### src/range_scan_map.vh
/*
  Register offsets, field positions, reset values and timing counts for the
  range and scan control block. Included by the design file; no logic here.
*/
`ifndef RANGE_SCAN_MAP_VH
`define RANGE_SCAN_MAP_VH

// ==========================================
// Register byte offsets
`define REG_CTRL 12'h000
`define REG_MANUAL_SEL 12'h004
`define REG_SCAN_ENABLE 12'h008
`define REG_STATUS 12'h00C
`define REG_CONV_CMD 12'h010
`define REG_RANGE_BASE 12'h020

// ==========================================
// Control fields
`define CTRL_AUTO_BIT 0

// ==========================================
// Range codes
`define RANGE_RESET 4'h0
`define RANGE_BI_2P5 4'h0
`define RANGE_BI_1P25 4'h1
`define RANGE_BI_0P625 4'h2
`define RANGE_BI_0P3125 4'h3
`define RANGE_BI_0P15625 4'hB
`define RANGE_UNI_2P5 4'h5
`define RANGE_UNI_1P25 4'h6
`define RANGE_UNI_0P625 4'h7
`define RANGE_UNI_0P3125 4'hF

// ==========================================
// Timing: aggregate rate ceiling and clock rate
`define MAX_RATE_KSPS 500
`define CLK_MHZ 250
// Cycles per start: 250 MHz over 500 kSPS, sized for the rate counter
`define CONV_PERIOD_CYCLES 16'h01F4

`endif

### src/adc_range_scan_ctrl.v
/*
  Range and scan control for a multichannel converter front end:
  per-channel range codes, manual / auto-scan multiplexer pointer,
  reference source handling, APB register slave.
  Assumes an APB master on sys_clk; cs_n and reference_source_select
  come from pins and are synchronised here.
*/
// The implementer's own choices: the address map and the APB interface to the registers.
// Summary of operation
// - Each channel keeps own 4-bit range code
// - Range codes reset to bipolar 2.5 span
// - Bipolar codes 0,1,2,3,B decode to spans
// - Unipolar codes 5,6,7,F decode; others undefined
// - Manual mode converts latest selected channel
// - Auto-scan advances pointer on chip-select fall
// - Scan visits enabled channels ascending, skips others
// - Aggregate conversion rate at most 500 kSPS
// - Select low: drive internal reference out
// - Select high: reference pin input, buffered
`timescale 1ns/100ps
`include "range_scan_map.vh"

module adc_range_scan_ctrl #(
  parameter num_channels = 8,
  parameter chan_bits = 3
) (
  input wire sys_clk,
  input wire rst,
  input wire psel,
  input wire penable,
  input wire pwrite,
  input wire [11:0] paddr,
  input wire [31:0] pwdata,
  output reg [31:0] prdata,
  output reg pready,
  output reg pslverr,
  input wire cs_n,
  input wire reference_source_select,
  output reg [chan_bits-1:0] mux_channel,
  output reg [3:0] active_range_code,
  output reg range_unipolar,
  output reg range_valid,
  output reg conv_start,
  output reg reference_inout_pin_oe,
  output reg internal_buffer_enable
);

  // ==========================================
  // Pin synchronisers
  // Only the later flops feed logic: cs_sync and cs_prev for cs, reference_source_select_sync for select
  reg cs_meta;
  reg cs_sync;
  reg cs_prev;
  reg reference_source_select_meta;
  reg reference_source_select_sync;

  always @(posedge sys_clk) begin
    if (rst) begin
      cs_meta <= 1'b1;
      cs_sync <= 1'b1;
      cs_prev <= 1'b1;
    end else begin
      cs_meta <= cs_n;
      cs_sync <= cs_meta;
      cs_prev <= cs_sync;
    end
  end

  // Reference select is a strap: level only, no edge detect
  always @(posedge sys_clk) begin
    if (rst) begin
      reference_source_select_meta <= 1'b0;
      reference_source_select_sync <= 1'b0;
    end else begin
      reference_source_select_meta <= reference_source_select;
      reference_source_select_sync <= reference_source_select_meta;
    end
  end

  // Idle-high reset values avoid a false fall after reset
  wire cs_fall = cs_prev & ~cs_sync;

  // ==========================================
  // Registers
  reg auto_mode;
  reg [chan_bits-1:0] manual_channel_select;
  reg [num_channels-1:0] scan_enable;
  reg [3:0] channel_range_code [0:num_channels-1];
  reg [15:0] rate_count;

  wire apb_access = psel & penable;
  wire apb_wr = apb_access & pwrite;
  wire range_hit = (paddr >= `REG_RANGE_BASE) &&
    (paddr < `REG_RANGE_BASE + 12'h004 * num_channels) && (paddr[1:0] == 2'b00);
  wire [chan_bits-1:0] range_idx = paddr[chan_bits+1:2];
  wire rate_ok = (rate_count == 16'h0000);

  genvar gi;
  generate
    for (gi = 0; gi < num_channels; gi = gi + 1) begin : g_range
      always @(posedge sys_clk) begin
        if (rst)
          channel_range_code[gi] <= `RANGE_RESET;
        else if (apb_wr && range_hit && range_idx == gi)
          channel_range_code[gi] <= pwdata[3:0];
      end
    end
  endgenerate

  // Next enabled channel above the pointer, wrapping to the lowest
  reg [chan_bits-1:0] next_scan_channel;
  reg found;
  integer k;
  integer idx;
  always @* begin
    next_scan_channel = mux_channel;
    found = 1'b0;
    idx = 0;
    for (k = 1; k <= num_channels; k = k + 1) begin
      idx = (mux_channel + k) % num_channels;
      if (!found && scan_enable[idx]) begin
        next_scan_channel = idx[chan_bits-1:0];
        found = 1'b1;
      end
    end
  end

  // Decode range code into validity and polarity
  reg next_valid;
  reg next_unipolar;
  always @* begin
    next_valid = 1'b1;
    next_unipolar = 1'b0;
    case (channel_range_code[mux_channel])
      `RANGE_BI_2P5: begin
        next_unipolar = 1'b0;
      end
      `RANGE_BI_1P25: begin
        next_unipolar = 1'b0;
      end
      `RANGE_BI_0P625: begin
        next_unipolar = 1'b0;
      end
      `RANGE_BI_0P3125: begin
        next_unipolar = 1'b0;
      end
      `RANGE_BI_0P15625: begin
        next_unipolar = 1'b0;
      end
      `RANGE_UNI_2P5: begin
        next_unipolar = 1'b1;
      end
      `RANGE_UNI_1P25: begin
        next_unipolar = 1'b1;
      end
      `RANGE_UNI_0P625: begin
        next_unipolar = 1'b1;
      end
      `RANGE_UNI_0P3125: begin
        next_unipolar = 1'b1;
      end
      default: begin
        next_valid = 1'b0;
      end
    endcase
  end

  // ==========================================
  // Write decode
  wire wr_ctrl = apb_wr && (paddr == `REG_CTRL);
  wire wr_manual = apb_wr && (paddr == `REG_MANUAL_SEL);
  wire wr_scan = apb_wr && (paddr == `REG_SCAN_ENABLE);
  wire write_conv = apb_wr && (paddr == `REG_CONV_CMD);

  // ==========================================
  // Mode and selection registers
  always @(posedge sys_clk) begin
    if (rst) begin
      auto_mode <= 1'b0;
      manual_channel_select <= {chan_bits{1'b0}};
      scan_enable <= {num_channels{1'b1}};
    end else begin
      if (wr_ctrl) begin
        auto_mode <= pwdata[`CTRL_AUTO_BIT];
      end
      if (wr_manual) begin
        manual_channel_select <= pwdata[chan_bits-1:0];
      end
      if (wr_scan) begin
        scan_enable <= pwdata[num_channels-1:0];
      end
    end
  end

  // ==========================================
  // Rate limiter
  // Requests inside the period are dropped silently, not queued
  wire start_req = (cs_fall || write_conv) && rate_ok;

  always @(posedge sys_clk) begin
    if (rst) begin
      rate_count <= 16'h0000;
    end else if (start_req) begin
      rate_count <= `CONV_PERIOD_CYCLES - 16'h0001;
    end else if (!rate_ok) begin
      rate_count <= rate_count - 16'h0001;
    end
  end

  // ==========================================
  // Conversion start and range latch
  // Range latched only at start; later writes wait for the next one
  always @(posedge sys_clk) begin
    if (rst) begin
      active_range_code <= `RANGE_RESET;
      range_unipolar <= 1'b0;
      range_valid <= 1'b1;
      conv_start <= 1'b0;
    end else begin
      conv_start <= start_req;
      if (start_req) begin
        active_range_code <= channel_range_code[mux_channel];
        range_unipolar <= next_unipolar;
        range_valid <= next_valid;
      end
    end
  end

  // ==========================================
  // Channel pointer
  // In auto mode the pointer rests on an enabled channel, if any is enabled; a start samples
  // it and then steps on to the next enabled channel, so a channel is sampled twice in a row only when it is the only one enabled or none is
  always @(posedge sys_clk) begin
    if (rst) begin
      mux_channel <= {chan_bits{1'b0}};
    end else if (!auto_mode) begin
      mux_channel <= manual_channel_select;
    end else if (start_req) begin
      mux_channel <= next_scan_channel;
    end else if (!scan_enable[mux_channel]) begin
      mux_channel <= next_scan_channel;
    end
  end

  // ==========================================
  // Reference source
  always @(posedge sys_clk) begin
    if (rst) begin
      reference_inout_pin_oe <= 1'b0;
      internal_buffer_enable <= 1'b0;
    end else begin
      reference_inout_pin_oe <= ~reference_source_select_sync;
      internal_buffer_enable <= reference_source_select_sync;
    end
  end

  // ==========================================
  // Register read mux
  reg [31:0] next_rdata;
  reg next_err;
  always @* begin
    next_rdata = 32'h00000000;
    next_err = 1'b0;
    if (range_hit) begin
      next_rdata[3:0] = channel_range_code[range_idx];
    end else begin
      case (paddr)
        `REG_CTRL: begin
          next_rdata[`CTRL_AUTO_BIT] = auto_mode;
        end
        `REG_MANUAL_SEL: begin
          next_rdata[chan_bits-1:0] = manual_channel_select;
        end
        `REG_SCAN_ENABLE: begin
          next_rdata[num_channels-1:0] = scan_enable;
        end
        `REG_STATUS: begin
          next_rdata[chan_bits-1:0] = mux_channel;
          next_rdata[chan_bits+3:chan_bits] = active_range_code;
          next_rdata[chan_bits+4] = range_unipolar;
          next_rdata[chan_bits+5] = range_valid;
          next_rdata[chan_bits+6] = reference_source_select_sync;
        end
        `REG_CONV_CMD: begin
          next_rdata = 32'h00000000;
        end
        default: begin
          next_err = 1'b1;
        end
      endcase
    end
  end

  // ==========================================
  // APB slave, zero wait states
  // Answer registered at the setup edge, so it stands in the access cycle
  wire apb_setup = psel & ~penable;

  always @(posedge sys_clk) begin
    if (rst) begin
      prdata <= 32'h00000000;
      pready <= 1'b0;
      pslverr <= 1'b0;
    end else begin
      pready <= apb_setup;
      pslverr <= apb_setup & next_err;
      if (apb_setup & ~pwrite) begin
        prdata <= next_rdata;
      end else begin
        prdata <= 32'h00000000;
      end
    end
  end

endmodule // adc_range_scan_ctrl

### config.mk
export PLATFORM = sky130hd
export DESIGN_NAME = adc_range_scan_ctrl
export DESIGN_NICKNAME = d
export VERILOG_FILES = /design/src/adc_range_scan_ctrl.v
export VERILOG_INCLUDE_DIRS = /design/src /design/src/src
export SDC_FILE = /design/constraint.sdc
export NUM_CORES = 1
export LEC_CHECK = 0
export ABC_AREA = 1
export ABC_CLOCK_PERIOD_IN_PS = 3930
export BUFFER_PORTS_ARGS = -buffer_cell sky130_fd_sc_hd__buf_4
export CAP_MARGIN = 20
export CELL_PAD_IN_SITES_DETAIL_PLACEMENT = 1
export CELL_PAD_IN_SITES_GLOBAL_PLACEMENT = 2
export CORE_ASPECT_RATIO = 2
export CORE_UTILIZATION = 34
export CTS_CLUSTER_DIAMETER = 200
export DETAILED_ROUTE_END_ITERATION = 7
export PLACE_DENSITY = 0.93
export RECOVER_POWER = 50
export SKIP_LAST_GASP = 1
export SYNTH_ARGS = -nofsm -noshare
export SYNTH_HDL_FRONTEND = slang
export SYNTH_SLANG_ARGS = --single-unit
### constraint.sdc
create_clock -name sys_clk -period 3.93 [get_ports sys_clk]
set_input_delay 0.393 -clock sys_clk [delete_from_list [all_inputs] [get_ports sys_clk]]
set_output_delay 0.393 -clock sys_clk [all_outputs]
set_load 0.05 [all_outputs]
## After elaboration in Yosys (flattened, before gate mapping)

Memory sizes are Yosys's and may differ from the RTL's. A register that Yosys moved wholly into a read port is not among the register bits.
Index checks and enable logic that the tools add are counted.

- Add/sub/neg operators: 9
- Multiplexer cells: 82
- Bitwise operators: 20
- Order comparisons: 11
- Eq/ne operators: 21
- Reduce and logical (&&, ||, !) cells: 43

Operators by type and width:

| cell | count |
|---|---|
| 1-bit two-way mux | 46 |
| 3-bit two-way mux | 13 |
| 3-bit by 4-bit < comparator with 1-bit output, second input constant | 9 |
| 4-bit two-way mux | 9 |
| 1-bit binary-select mux with 3-bit select | 9 |
| 12-bit by 4-bit == test with 1-bit output, second input constant | 2 |
| 1-bit logical AND | 23 |
| 9-bit two-way mux | 2 |
| 16-bit zero test | 1 |
| 16-bit by 1-bit subtractor with 16-bit output, second input constant | 1 |
| 3-bit adder, second input constant | 4 |
| 12-bit by 3-bit == test with 1-bit output, second input constant | 1 |
| 12-bit by 5-bit == test with 1-bit output, second input constant | 1 |
| 3-bit == test, second input constant | 4 |
| 4-bit by 3-bit == test with 1-bit output, second input constant | 3 |
| 12-bit by 6-bit greater-or-equal comparator with 1-bit output, second input constant | 1 |
| 12-bit zero test | 1 |
| 12-bit by 7-bit < comparator with 1-bit output, second input constant | 1 |
| 5-bit one-hot mux with 2 select lines | 1 |
| 9-bit OR reduction | 1 |
| 4-bit by 2-bit == test with 1-bit output, second input constant | 2 |
| 4-bit == test, second input constant | 2 |
| 1-bit bitwise OR | 8 |
| 4-bit OR reduction | 2 |
| 19 further kinds | 39 |

- Register bits: 79
- Memory bits (writable): 32
- Bits of input ports: 51
- Output and inout bits: 46
- Memories kept: 1

Memory list:

| name | words | bits a word | rd ports | clocked after memory_dff | write ports | RTL line | text |
|---|---|---|---|---|---|---|---|
| channel_range_code | 8 | 4 | 2 | 1 | 8 | adc_range_scan_ctrl.v:88 | `reg [3:0] channel_range_code [0:num_channels-1];` |

## Longest topological paths before layout

Gate-level depths: netlist of the first run.

- Word-level depth: 30
- Gate-level depth with buffers: 21
- Depth with buffers taken out: 18

## Least setup slack after synthesis of the first run

No wires, ideal clock.

- Path type: register -> register
- Start: register mux_channel[1]
- End: register with a tool-made name
- Buffers on the path: 2
- Stages on the path, launching flop included: 18
- Setup slack: 1.128 ns
- Required time: 3.797 ns
- Data arrival time: 2.670 ns
- Path through: dfxtp_1 > buf_4 > clkinv_1 > ha_1 > buf_2 > inv_1 > nand3_1 > nand2_1 > o21ai_0 > inv_1 > nand4_2 > nor2_2 > nand2_2 > clkinv_1 > nand2_1 > nand3_1 > nand2_1 > a21oi_2

RTL lines:

| element | RTL line | text |
|---|---|---|
| start, declared | adc_range_scan_ctrl.v:39 | `output reg [chan_bits-1:0] mux_channel,` |
| start signal, assigned | adc_range_scan_ctrl.v:235 | `mux_channel <= {chan_bits{1'b0}};` |
| start signal, assigned | adc_range_scan_ctrl.v:237 | `mux_channel <= manual_channel_select;` |
| start signal, assigned | adc_range_scan_ctrl.v:239 | `mux_channel <= next_scan_channel;` |

==> impl.org, run 1 <==
** Drt
- Before antenna repair, the detailed router went through 4 iterations.
- After detailed routing, the average wire length per cell comes to 17.4 µm.
- Antenna viol nets, final :: 0
- The routed design has 15.6 mm of wire.
- For this run, design rule violations remaining after detail routing come to 0.
- Count of vias placed by the detailed router :: 4647
- Using the TritonRoute via totals, the vias-per-cell ratio works out to 5.17.
- For this block, the initial DRC count from the detailed router was 202.

** Finish
- Filler Cells Inserted :: 1818
- Compared with the post-synthesis result, the final layout area differs by 14.0%.
- Measured on the finished design, the core utilization comes to 0.397.
- Sequential cell area in the final layout :: 2160 µm²
- At the end of the flow, the number of nets in the layout was 756.
- In the final layout, the multi-input gates occupy 2340 µm².
- Fraction of layout cells with a size suffix above 1 :: 0.132
- Once layout is complete, the cells apart from fillers number 899.
- Antenna diode count :: 0

** Synth
- In the synthesized netlist the dominant register cell turns out to be dfxtp_1.
- Synth area leaders :: dfxtp_1 24%, edfxtp_1 19%, nand2_1 8.3%
- Each instance of the synthesized netlist takes up on average 7.65 µm².
- The share of synthesized area in the top cell type comes to 0.240.
- The largest total area in the synthesized netlist belongs to dfxtp_1.
- Sequential fraction of the synthesis area :: 0.432
- Post-Synthesis Cells :: 654
- Counting flops with an async set or reset pin after synthesis yields a share of 0.
- The synthesized design contains 92 register bits.
- Counting distinct cell types in the post-synthesis netlist gives 48.
- EDFF count, synth :: 32
- Yosys printed 0 warnings.
- Post-synth design cell area :: 5000 µm²

** Timing
- Highest Clock Rate :: 341 MHz
- Final hold vios :: 0
- In the finished design, the share of the clock period the worst path needs comes to 0.747.
- In the post-route analysis, the smallest setup slack over all paths is 996 ps.
- In the final timing run, aggregate negative setup slack is 0 ps.
- The smallest clock period supported by the final layout is computed as 2930 ps.
- On the final layout, the worst hold slack is 227 ps.
- Total setup violations reported at the end of the flow :: 0
- Total count of max-transition violations in the final report :: 0
- Relative slew slack :: 0.297
- Max Clock Skew :: 8.36 ps
- RSZ-0062 raised after global routing :: false
- For the pin with the worst max-slew slack, the measured transition is 1050 ps.

** Worst setup path
- The critical path is of the in -> reg type.
- Data on the critical path is required at its endpoint by 3920 ps.
- The worst setup path is launched from an input pin.
- STA puts the critical path data arrival time at 2920 ps.
- Along the worst path, the maximum fanout reaches 19.
- The worst setup path is captured at a flop.

** Clock tree
- Clk root buf :: clkbuf_16
- Counting the buffers created by CTS gives 9.
- After clock tree synthesis, the setup repair step added 0 buffers.
- # clock sinks :: 92
- TritonCTS built the clock tree.
- Clk pin slew, worst setup/hold paths :: 60 ps
- In this run the number of H-tree levels came out at 3.
- Number of hold-repair buffers added at the cts stage :: 0
- Clock latency of the later-clocked register in the worst-skew pair :: 350 ps
- CTS-repair resized insts :: 0
- Counting along the longest clock path gives a buffer depth of 2.

** Global routing
- Global routing finished with a remaining overflow of 0.
- Initial antenna violation count :: 0
- In the global route stage, overall resource usage came out at 0.214.
- Entering global routing, the biggest net connects 20 pins.
- The first global-routing pass estimated 24.6 mm of wire.
- The number of global-route vias before repair came to 4916.

** Placed design
- Last weighted congestion value of the routability-driven placer :: 0.986
- Half-perimeter wire length after placement :: 12.6 mm
- Before CTS, the worst setup slack after placement is 1080 ps.
- Inst Count DP :: 883
- Input and output buffers added on the ports amount to 50.

** Min path
- Path category of the worst min-delay check :: in -> reg

** Die
- Die area :: 15200 µm²
- Measured along the x axis, the die boundary spans 87.8 µm.
- In this run the vertical extent of the chip is 174 µm.
- The initialized floorplan defines 62 standard-cell rows.
- The initial utilization of the core area, before any placement, comes to 0.349.
- 97 I/O pins were placed.
- The floorplan step defined a core boundary enclosing 14400 µm².

** Pwr
- Worst-case vdd ir drop :: 0.000234 V
- Leakage power total :: 2.34 nW
- Power density of the placed cells :: 476 nW/µm²

** Status
- The run finished with clean final reports.

** Run
- Across the run, the number of max-cap violations was 0.
-- routing by layer --
metal,global-route usage,up-vias,wire length (µm)
li1,-,2241,-
met1,0.200,2235,5380
met2,0.419,125,8900
met3,0.0219,46,488
met4,0.130,0,869
met5,0,-,0
-- worst paths after layout --
| kind | startpoint | slack (ps) | to | cells past startpoint |
|---|---|---|---|---|
| max | rst | 1000 | channel_range_code[5][0] | 4 |
| min | cs_n | 230 | cs_meta | 2 |
| max reg2reg | mux_channel[0] | 1150 | mux_channel[2] | 16 |
| min reg2reg | cs_meta | 410 | cs_sync | 1 |
-- registers in the layout (all words and copies together) (netlist names), 3 cells and up, named ones only --
signal / count
channel_range_code: 32
rate_count: 16
prdata: 10
scan_enable: 8
active_range_code: 4
manual_channel_select: 3
mux_channel: 3
-- Yosys cell counts (2+ instances only) --
cell,instances
nand3_1,59
a21oi_1,21
buf_2,6
edfxtp_1,32
nor2_1,91
inv_1,66
inv_4,2
buf_4,23
nand3_2,9
clkbuf_1,9
ha_1,3
xor2_1,3
nor3_1,7
nand2_1,111
a211oi_1,2
o21ai_0,57
nor2_4,2
a22oi_1,8
a31oi_1,3
xnor2_1,4
nand2_2,9
a221oi_1,3
nor4_2,3
nand4_1,3
nor3b_1,2
o22ai_1,7
a21oi_2,2
dfxtp_1,60
or2_2,7
buf_6,4
o2111ai_1,4
o211ai_1,5
nor2_2,5
clkinv_1,8
-- layout make-up --
| cell class | count | area share |
|---|---|---|
| Multi-Input combinational cell | 464 | 0.411 |
| Timing Repair Buffer | 58 | 0.0592 |
| Inverter | 77 | 0.0515 |
| Clock buffer | 11 | 0.0463 |
| Tap cell | 192 | 0.0421 |
| Sequential cell | 92 | 0.379 |
| Clock inverter | 5 | 0.0107 |
-- report_power, final --
| part | internal, mW | switching, mW | leakage, nW | total (mW) |
|---|---|---|---|---|
| clock network | 0.555 | 0.383 | 0.164 | 0.938 |
| registers | 1.08 | 0.0776 | 0.792 | 1.16 |
| logic | 0.208 | 0.411 | 1.39 | 0.618 |
-- worst max-delay path: stages --
cell and delay [ps]:
clkbuf_1 760, clkinv_1 880, clkbuf_1 490, o21ai_0 380
-- logic make-up (layout without fill, tap and decap cells) --
group,after synthesis,count (layout),synth area share
xor+xnor,7,7,0.0123
buf+inv,119,151,0.115
flops,92,92,0.432
simple gates,314,314,0.291
other cells,1,22,0.000749
fa+ha+maj,3,3,0.00750
compound gates,118,118,0.141
-- per-stage QoR --
step                power, mW  area [µm²]
floorplan                1.65        5080
global placement         1.76        5480
detailed placement       1.81        5480
CTS                      2.74        5800
global route             2.85        5700
finish                   2.72        5700
-- cell usage in the layout, fill, tap and decap left out, types with 3 or more instances in the layout --
master	instances
nand2_1	111
nor2_1	91
inv_1	66
dfxtp_1	60
nand3_1	59
o21ai_0	57
edfxtp_1	32
buf_4	32
clkbuf_1	26
conb_1	22
a21oi_1	21
clkbuf_16	10
nand2_2	9
nand3_2	9
clkinv_1	8
a22oi_1	8
or2_2	7
nor3_1	7
o22ai_1	7
nor2_2	5
o211ai_1	5
xnor2_1	4
o2111ai_1	4
inv_4	3
nor4_2	3
a31oi_1	3
nand4_1	3
xor2_1	3
a221oi_1	3
ha_1	3
Note: power is estimated with default switching activity, not from simulation.
==> run 2: changes to the inputs <==
ABC_CLOCK_PERIOD_IN_PS = 2640   (was 3930)
CORE_UTILIZATION = 29   (was 34)
PLACE_DENSITY = 0.85   (was 0.93)
clock period = 2.64 ns   (was 3.93 ns; I/O delays follow)
==> impl.org, run 2 (same netlist as run 1, synthesis figures left out) <==
** Status
- The run finished with clean final reports.

** Finish
- The fraction of layout cells with a size suffix above 1 came to 0.158 (+0.0267).
- Final cell count without fillers :: 940 (+4.6%)
- Antenna diode count :: 0 (unchanged)
- Compared with the post-synthesis result, the final layout area differs by 17.1%.
- Largest registers ranked by flip-flop count :: channel_range_code (32), rate_count (16), prdata (10)
- Most common cell after layout, fill and taps aside :: nand2_1
- The fraction of the core area covered by cells at the end of the flow came to 0.348 (-0.0497).
- Most used cells in the layout excluding fill and tap cells :: 111 x nand2_1, 93 x nor2_1, 66 x inv_1
- The flip-flop count of the largest register, all copies and words added was 32 (unchanged).
- Number of nets in the layout :: 782 (+3.4%)
- Register name with the most flops :: channel_range_code
- The final instance area is 5860 µm² (+2.7%).

** Worst setup path
- The worst stage delay on the critical path is 460 ps (-420 ps).
- The arrival time of data at the critical path endpoint was 2690 ps (-230 ps).
- Critical path startpoint category :: flop
- Delay-heaviest family, CP :: simple AND/OR/NAND/NOR gates
- The slowest stage of the critical path belongs to the cell ha_1.
- The endpoint identified for the worst register-to-register timing path is mux_channel[1].
- Endpoint class of the critical path :: flop
- Reg2Reg Depth :: 13 (-3)
- Data required time of the worst path :: 2890 ps (-1030 ps)
- Reg-to-reg startpoint :: mux_channel[1]
- Classification of the worst setup path :: reg -> reg
- The critical-path maximum fanout came to 6 (-13).
- The critical path buffer and inverter count came to 3 (unchanged).
- The register-to-register setup slack was 200 ps (-950 ps).
- The signal on the critical path passes through clkinv_1, ha_1, inv_1, nand3_1, nand2_1, o21ai_1, buf_4, nand4_1, nand2_1, nand2_1, nand3_1, nand3_1, a21oi_1.
- The logic depth of the worst setup path including buffers was 13 (+9).

** Clock tree
- The later-pin clock latency in the skew report came to 350 ps (about the same).
- The number of gates resized after cts is 0 (unchanged).
- Clk root buf :: clkbuf_16
- The H-tree depth came to 3 (unchanged).
- # clock sinks :: 92 (unchanged)
- TritonCTS built the clock tree.
- Number of hold-repair buffers added at the cts stage :: 0 (unchanged)
- Maximum buffer depth of the clock tree :: 2 (unchanged)
- Clk pin slew, worst setup/hold paths :: 70 ps (about the same)
- The total clock buffers created by CTS came to 9 (unchanged).
- Setup fix buffers added after clock tree synthesis :: 0 (unchanged)

** Drt
- Residual DRC :: 0 (unchanged)
- Count of vias placed by the detailed router :: 4688 (+0.88%)
- The average wire length per cell after detail routing is 17.6 µm (+1.2%).
- Final wirelength :: 16.5 mm (+5.8%)
- The detailed-route vias per instance came to 4.99 (-3.5%).
- The remaining antenna violation count is 0 (unchanged).
- Drt first-iter violations :: 190 (-5.9%)
- DR pass1 iterations :: 4 (unchanged)

** Timing
- Final setup TNS :: 0 ps (unchanged)
- Total count of max-transition violations in the final report :: 0 (unchanged)
- Final hold vios :: 0 (unchanged)
- Min cycle time layout :: 2440 ps
- Of the available clock period, the critical path in the final layout requires 0.925.
- The total of endpoints with negative setup slack in the final report came to 0 (unchanged).
- Highest Clock Rate :: 410 MHz
- The post-route clock skew is 9.64 ps (+1.28 ps).
- Transition time at the pin with the least slew margin :: 781 ps (-274 ps)
- RSZ-0062 raised after global routing :: false
- Relative slew slack :: 0.476 (+0.179)

** Placed design
- Last weighted congestion value of the routability-driven placer :: 0.942 (-4.5%)
- The number of cells after detailed placement came to 924 (+4.6%).
- Post-Place Cell Area :: 5690 µm² (+4.0%)
- The sum of net half-perimeters after detailed placement was 13.5 mm (+7.1%).
- The count of buffers inserted at the top-level ports is 50 (unchanged).

** Pwr
- Total power after layout :: 3.87 mW (+43%)
- The sequential share of power was 0.445 (+0.018).
- The combinational power share was 0.242 (+0.014).
- Switching fraction of total power :: 0.328 (+0.00704)
- Worst-case vdd ir drop :: 0.000278 V (+19%)
- Internal power summed over all cells :: 2.60 mW (+41%)
- Leakage power total :: 2.44 nW (+4.3%)
- P_sw :: 1.27 mW (+46%)
- Power density of the placed cells :: 661 nW/µm² (+39%)
- The power share of the clock group was 0.313 (-0.032).

** Min path
- Endpoint, Worst Hold :: cs_meta
- In this run the most critical hold path is launched from cs_n.
- Path category of the worst min-delay check :: in -> reg
- WHS Path Cells :: 2 (unchanged)

** Die
- The number of rows created at floorplan was 67 (+8.1%).
- Die area :: 17800 µm² (+17%)
- Initial core utilization :: 0.297 (-0.0517)
- Core outline area :: 16800 µm² (+17%)
- Floorplan die width :: 94.9 µm (+8.1%)
- Die Y-Extent :: 188 µm (+8.2%)
- I/O pins :: 97 (unchanged)

** Global routing
- Largest net degree at the start of global routing :: 27 (+35%)
- Congestion Overflow GR :: 0 (unchanged)
- The number of antenna violations at the first check in global routing is 0 (unchanged).
- First-pass GRT wire length :: 25.8 mm (+5.1%)
- The number of global-route vias before repair came to 5004 (+1.8%).
- The global-route usage over all layers is 0.195 (-0.0193).

** Run
- The number of max-cap violations is 0 (unchanged).
==> run 2: changes by cell type in the layout (fill, tap and decap cells not counted), moves of 2 or more <==
cell / previous run / this run
dfxtp_1: 60 / 58
nor2_1: 91 / 93
clkbuf_1: 26 / 28
buf_4: 32 / 56
nor2_2: 5 / 3
dfxtp_2: 0 / 2
==> run 2: power groups by stage <==
stage	registers (mW)	logic, mW	clock network [mW]
after global routing	1.74	1.06	1.30
after detailed placement	1.76	0.953	0
final	1.72	0.936	1.21
after global placement	1.74	0.906	0
after CTS	1.73	0.957	1.24
after floorplan	1.74	0.717	0
==> run 2: worst max path at each step <==
stage                        start              to  slack, ps
floorplan           mux_channel[1]  mux_channel[0]         20
global placement    mux_channel[1]  mux_channel[1]        190
detailed placement  mux_channel[1]  mux_channel[1]        100
CTS                 mux_channel[1]  mux_channel[1]         70
global route        mux_channel[1]  mux_channel[1]         10
finish              mux_channel[1]  mux_channel[1]        200
==> run 2: routing by layer <==
metal,part of all wire,track usage,vias up
met1,0.34,0.181,2256
met5,0,0,-
met3,0.032,0.0219,39
met2,0.58,0.386,115
met4,0.053,0.110,0
li1,-,-,2278
==> run 2: layout make-up <==
cell class	instances	area (µm²)
Sequential cell	92	2160
Timing Repair Buffer	84	529
Fill cell	2114	11000
Multi-Input combinational cell	464	2330
Clock buffer	11	243
Clock inverter	5	36.3
Inverter	77	294
Tap cell	207	259
==> run 2: through the flow <==
| stage | setup WS [ps] | hold WS [ps] |
|---|---|---|
| final | 199 | 97.3 |
| after global routing | 9.50 | 101 |
| after CTS | 72.0 | 88.3 |
| after detailed placement | 102 | 410 |
| after global placement | 192 | 394 |
| after floorplan | 22.1 | 343 |
==> run 3: changes to the inputs <==
ABC_CLOCK_PERIOD_IN_PS = 2460   (was 2640)
CORE_UTILIZATION = 33   (was 29)
CTS_BUF_LIST = sky130_fd_sc_hd__clkbuf_4   (was unset)
PLACE_DENSITY = 0.91   (was 0.85)
SETUP_SLACK_MARGIN = 0.5   (was unset)
clock period = 2.46 ns   (was 2.64 ns; I/O delays follow)
==> impl.org, run 3 (same netlist as run 1, synthesis figures left out) <==
** Status
- Outcome :: finished clean

** Finish
- Most used cells in the layout excluding fill and tap cells :: 96 x nand2_1, 86 x nor2_1, 72 x buf_4
- Number of nets in the layout :: 815 (+4.2%)
- Leaving out fill and tap cells, the most frequent cell in the layout is nand2_1.
- The largest registers in the layout are channel_range_code (32), rate_count (16), prdata (10).
- The final instance area is 6430 µm² (+9.7%).
- The fraction of layout cells with a size suffix above 1 came to 0.268 (+0.109).
- Largest register FFs :: 32 (unchanged)
- Compared with the post-synthesis result, the final layout area differs by 28.5%.
- Ranked by flip-flop count, first place goes to channel_range_code.

** Timing
- Setup repair after global routing could not meet its margin everywhere.
- Final hold vios :: 0 (unchanged)
- The post-route clock skew was 29.1 ps (+19.5 ps).
- Total setup violations reported at the end of the flow :: 0 (unchanged)
- Final setup TNS :: 0 ps (unchanged)
- The worst path setup slack after routing came to 246 ps (+47.4 ps).
- Relative slew slack :: 0.580 (+0.104)
- The fraction of the cycle the final worst path needs came to 0.900 (-0.0248).
- The transition at the pin with the smallest max-transition slack was 632 ps (-148 ps).
- Total count of max-transition violations in the final report :: 0 (unchanged)
- The minimum clock period after layout was 2210 ps (-227 ps).
- Highest Clock Rate :: 452 MHz (+10%)

** Min path
- In this run the most critical hold path is launched from psel.
- The worst hold path terminates at pready.
- Path category of the worst min-delay check :: in -> reg
- WHS Path Cells :: 3 (+1)

** Pwr
- The static leakage is 2.61 nW (+7.0%).
- Power density of the placed cells :: 686 nW/µm² (+3.7%)
- The peak supply drop came to 0.000312 V (+12%).

** Clock tree
- Clock latency of the later-clocked register in the worst-skew pair :: 480 ps (+130 ps)
- The clock sink total is 92 (unchanged).
- The total clock buffers created by CTS was 9 (unchanged).
- The buffer levels on the longest clock path came to 2 (unchanged).
- Number of levels the H-tree was split into :: 3 (unchanged)
- Clk pin slew, worst setup/hold paths :: 180 ps (+110 ps)
- Clk root buf :: clkbuf_4
- TritonCTS built the clock tree.

** Global routing
- The global-route usage over all layers came to 0.236 (+0.0412).
- Largest net degree at the start of global routing :: 20 (-26%)
- The met2 layer usage reported by global route was 0.461 (+0.0749).
- met2 is the most crowded layer.
- Initial antenna violation count :: 1 (+1)
- The global-route wire length before repair was 27.0 mm (+4.5%).
- Congestion Overflow GR :: 0 (unchanged)
- The number of global-route vias before repair was 5299 (+5.9%).
- Routing usage on met1 :: 0.206 (+0.0251)
- The met3 global-route usage was 0.0266 (+0.00475).

** Die
- The horizontal die dimension came to 89.1 µm (-6.1%).
- Die Y-Extent :: 176 µm (-6.2%)
- The number of rows created at floorplan is 63 (-6.0%).
- Die area :: 15700 µm² (-12%)
- The number of top-level design ports came to 97 (unchanged).
- Core outline area :: 14800 µm² (-12%)
- Initial core utilization :: 0.338 (+0.0407)

** Worst setup path
- The arrival time of data at the critical path endpoint was 2590 ps (-100 ps).
- Worst r2r dst :: mux_channel[2]
- The critical-path maximum fanout was 6 (unchanged).
- Critical path startpoint category :: flop
- Worst reg2reg setup slack :: 250 ps (+50 ps)
- Reg-to-reg startpoint :: mux_channel[1]
- Endpoint class of the critical path :: flop
- The depth of the most critical reg-to-reg path is 15 (+2).
- Classification of the worst setup path :: reg -> reg
- The required time of the worst setup path was 2840 ps (-50 ps).

** Drt
- The detailed-route vias per instance was 5.17 (+3.7%).
- The detailed-router iteration count before antenna repair is 4 (unchanged).
- The average wire length per cell after detail routing came to 19.0 µm (+8.0%).
- The total wire length is 18.3 mm (+11%).
- Drt first-iter violations :: 241 (+27%)
- The remaining antenna violation count was 0 (unchanged).
- Residual DRC :: 0 (unchanged)
- Count of vias placed by the detailed router :: 4975 (+6.1%)

** Placed design
- Post-Place Cell Area :: 5690 µm² (-0.11%)
- Last weighted congestion value of the routability-driven placer :: 0.966 (+2.5%)
- The pre-CTS worst setup slack is 160 ps (+58.4 ps).
- The sum of net half-perimeters after detailed placement came to 13.6 mm (+1.2%).
- The count of buffers inserted at the top-level ports was 50 (unchanged).

** Run
- The number of max-cap violations was 0 (unchanged).
[run 3: worst max-delay path by stage]
stage,from,depth (start not counted),end,slack [ps]
floorplan,mux_channel[0],18,mux_channel[0],180
global placement,paddr[7],9,channel_range_code[6][2],210
detailed placement,paddr[7],9,channel_range_code[6][2],160
CTS,mux_channel[0],15,mux_channel[2],260
global route,mux_channel[1],15,mux_channel[2],160
finish,mux_channel[1],15,mux_channel[2],250
[run 3: per-layer routing]
layer | vias to the layer above | wire length [µm]
met5 | - | 0
met4 | 0 | 1160
met3 | 66 | 411
met2 | 141 | 11000
met1 | 2410 | 5740
li1 | 2358 | -
[run 3: critical path, stage by stage, from the launching register on]
cell and delay (ps):
dfxtp_4 420, clkinv_4 70, ha_4 290, inv_6 110, nand3_4 90, nand3_4 80
nand2_4 60, nor2_4 160, nand4_4 160, nor2_4 170, nand2_4 80, nand2_2 70
inv_2 40, nand2_2 60, nand3_2 80, a21oi_4 200
[run 3: per-stage QoR]
step	cells	hold slack, ps	util	power [mW]
floorplan	675	325	-	2.64
global placement	907	400	0.384	2.84
detailed placement	907	404	0.384	2.91
CTS	951	55.1	0.418	4.04
global route	962	55.5	0.434	4.62
finish	962	92.3	0.434	4.41
[run 3: repair_timing]
action                                  CTS  global route
buffers inserted                         21             9
endpoints found under the hold margin     7             0
gates cloned                              0             1
hold buffers                              7             0
pin swaps                                24            30
resized for setup                        39            68
endpoints found under the setup margin   26            28
[run 3: final cells by class]
class | instances | area (µm²)
multi-input cells | 464 | 2740
flip-flops and latches | 92 | 2170
diodes | 1 | 2.50
clock buffers | 9 | 67.6
inverters | 77 | 312
clock inverters | 7 | 63.8
fillers | 1889 | 8390
repair buffers | 117 | 821
well taps | 195 | 244
[run 3: where the power goes]
part / internal, mW / switching [mW] / leakage, nW
combinational: 0.681 / 0.987 / 1.74
clock: 0.238 / 0.593 / 0.0776
sequential: 1.73 / 0.180 / 0.795
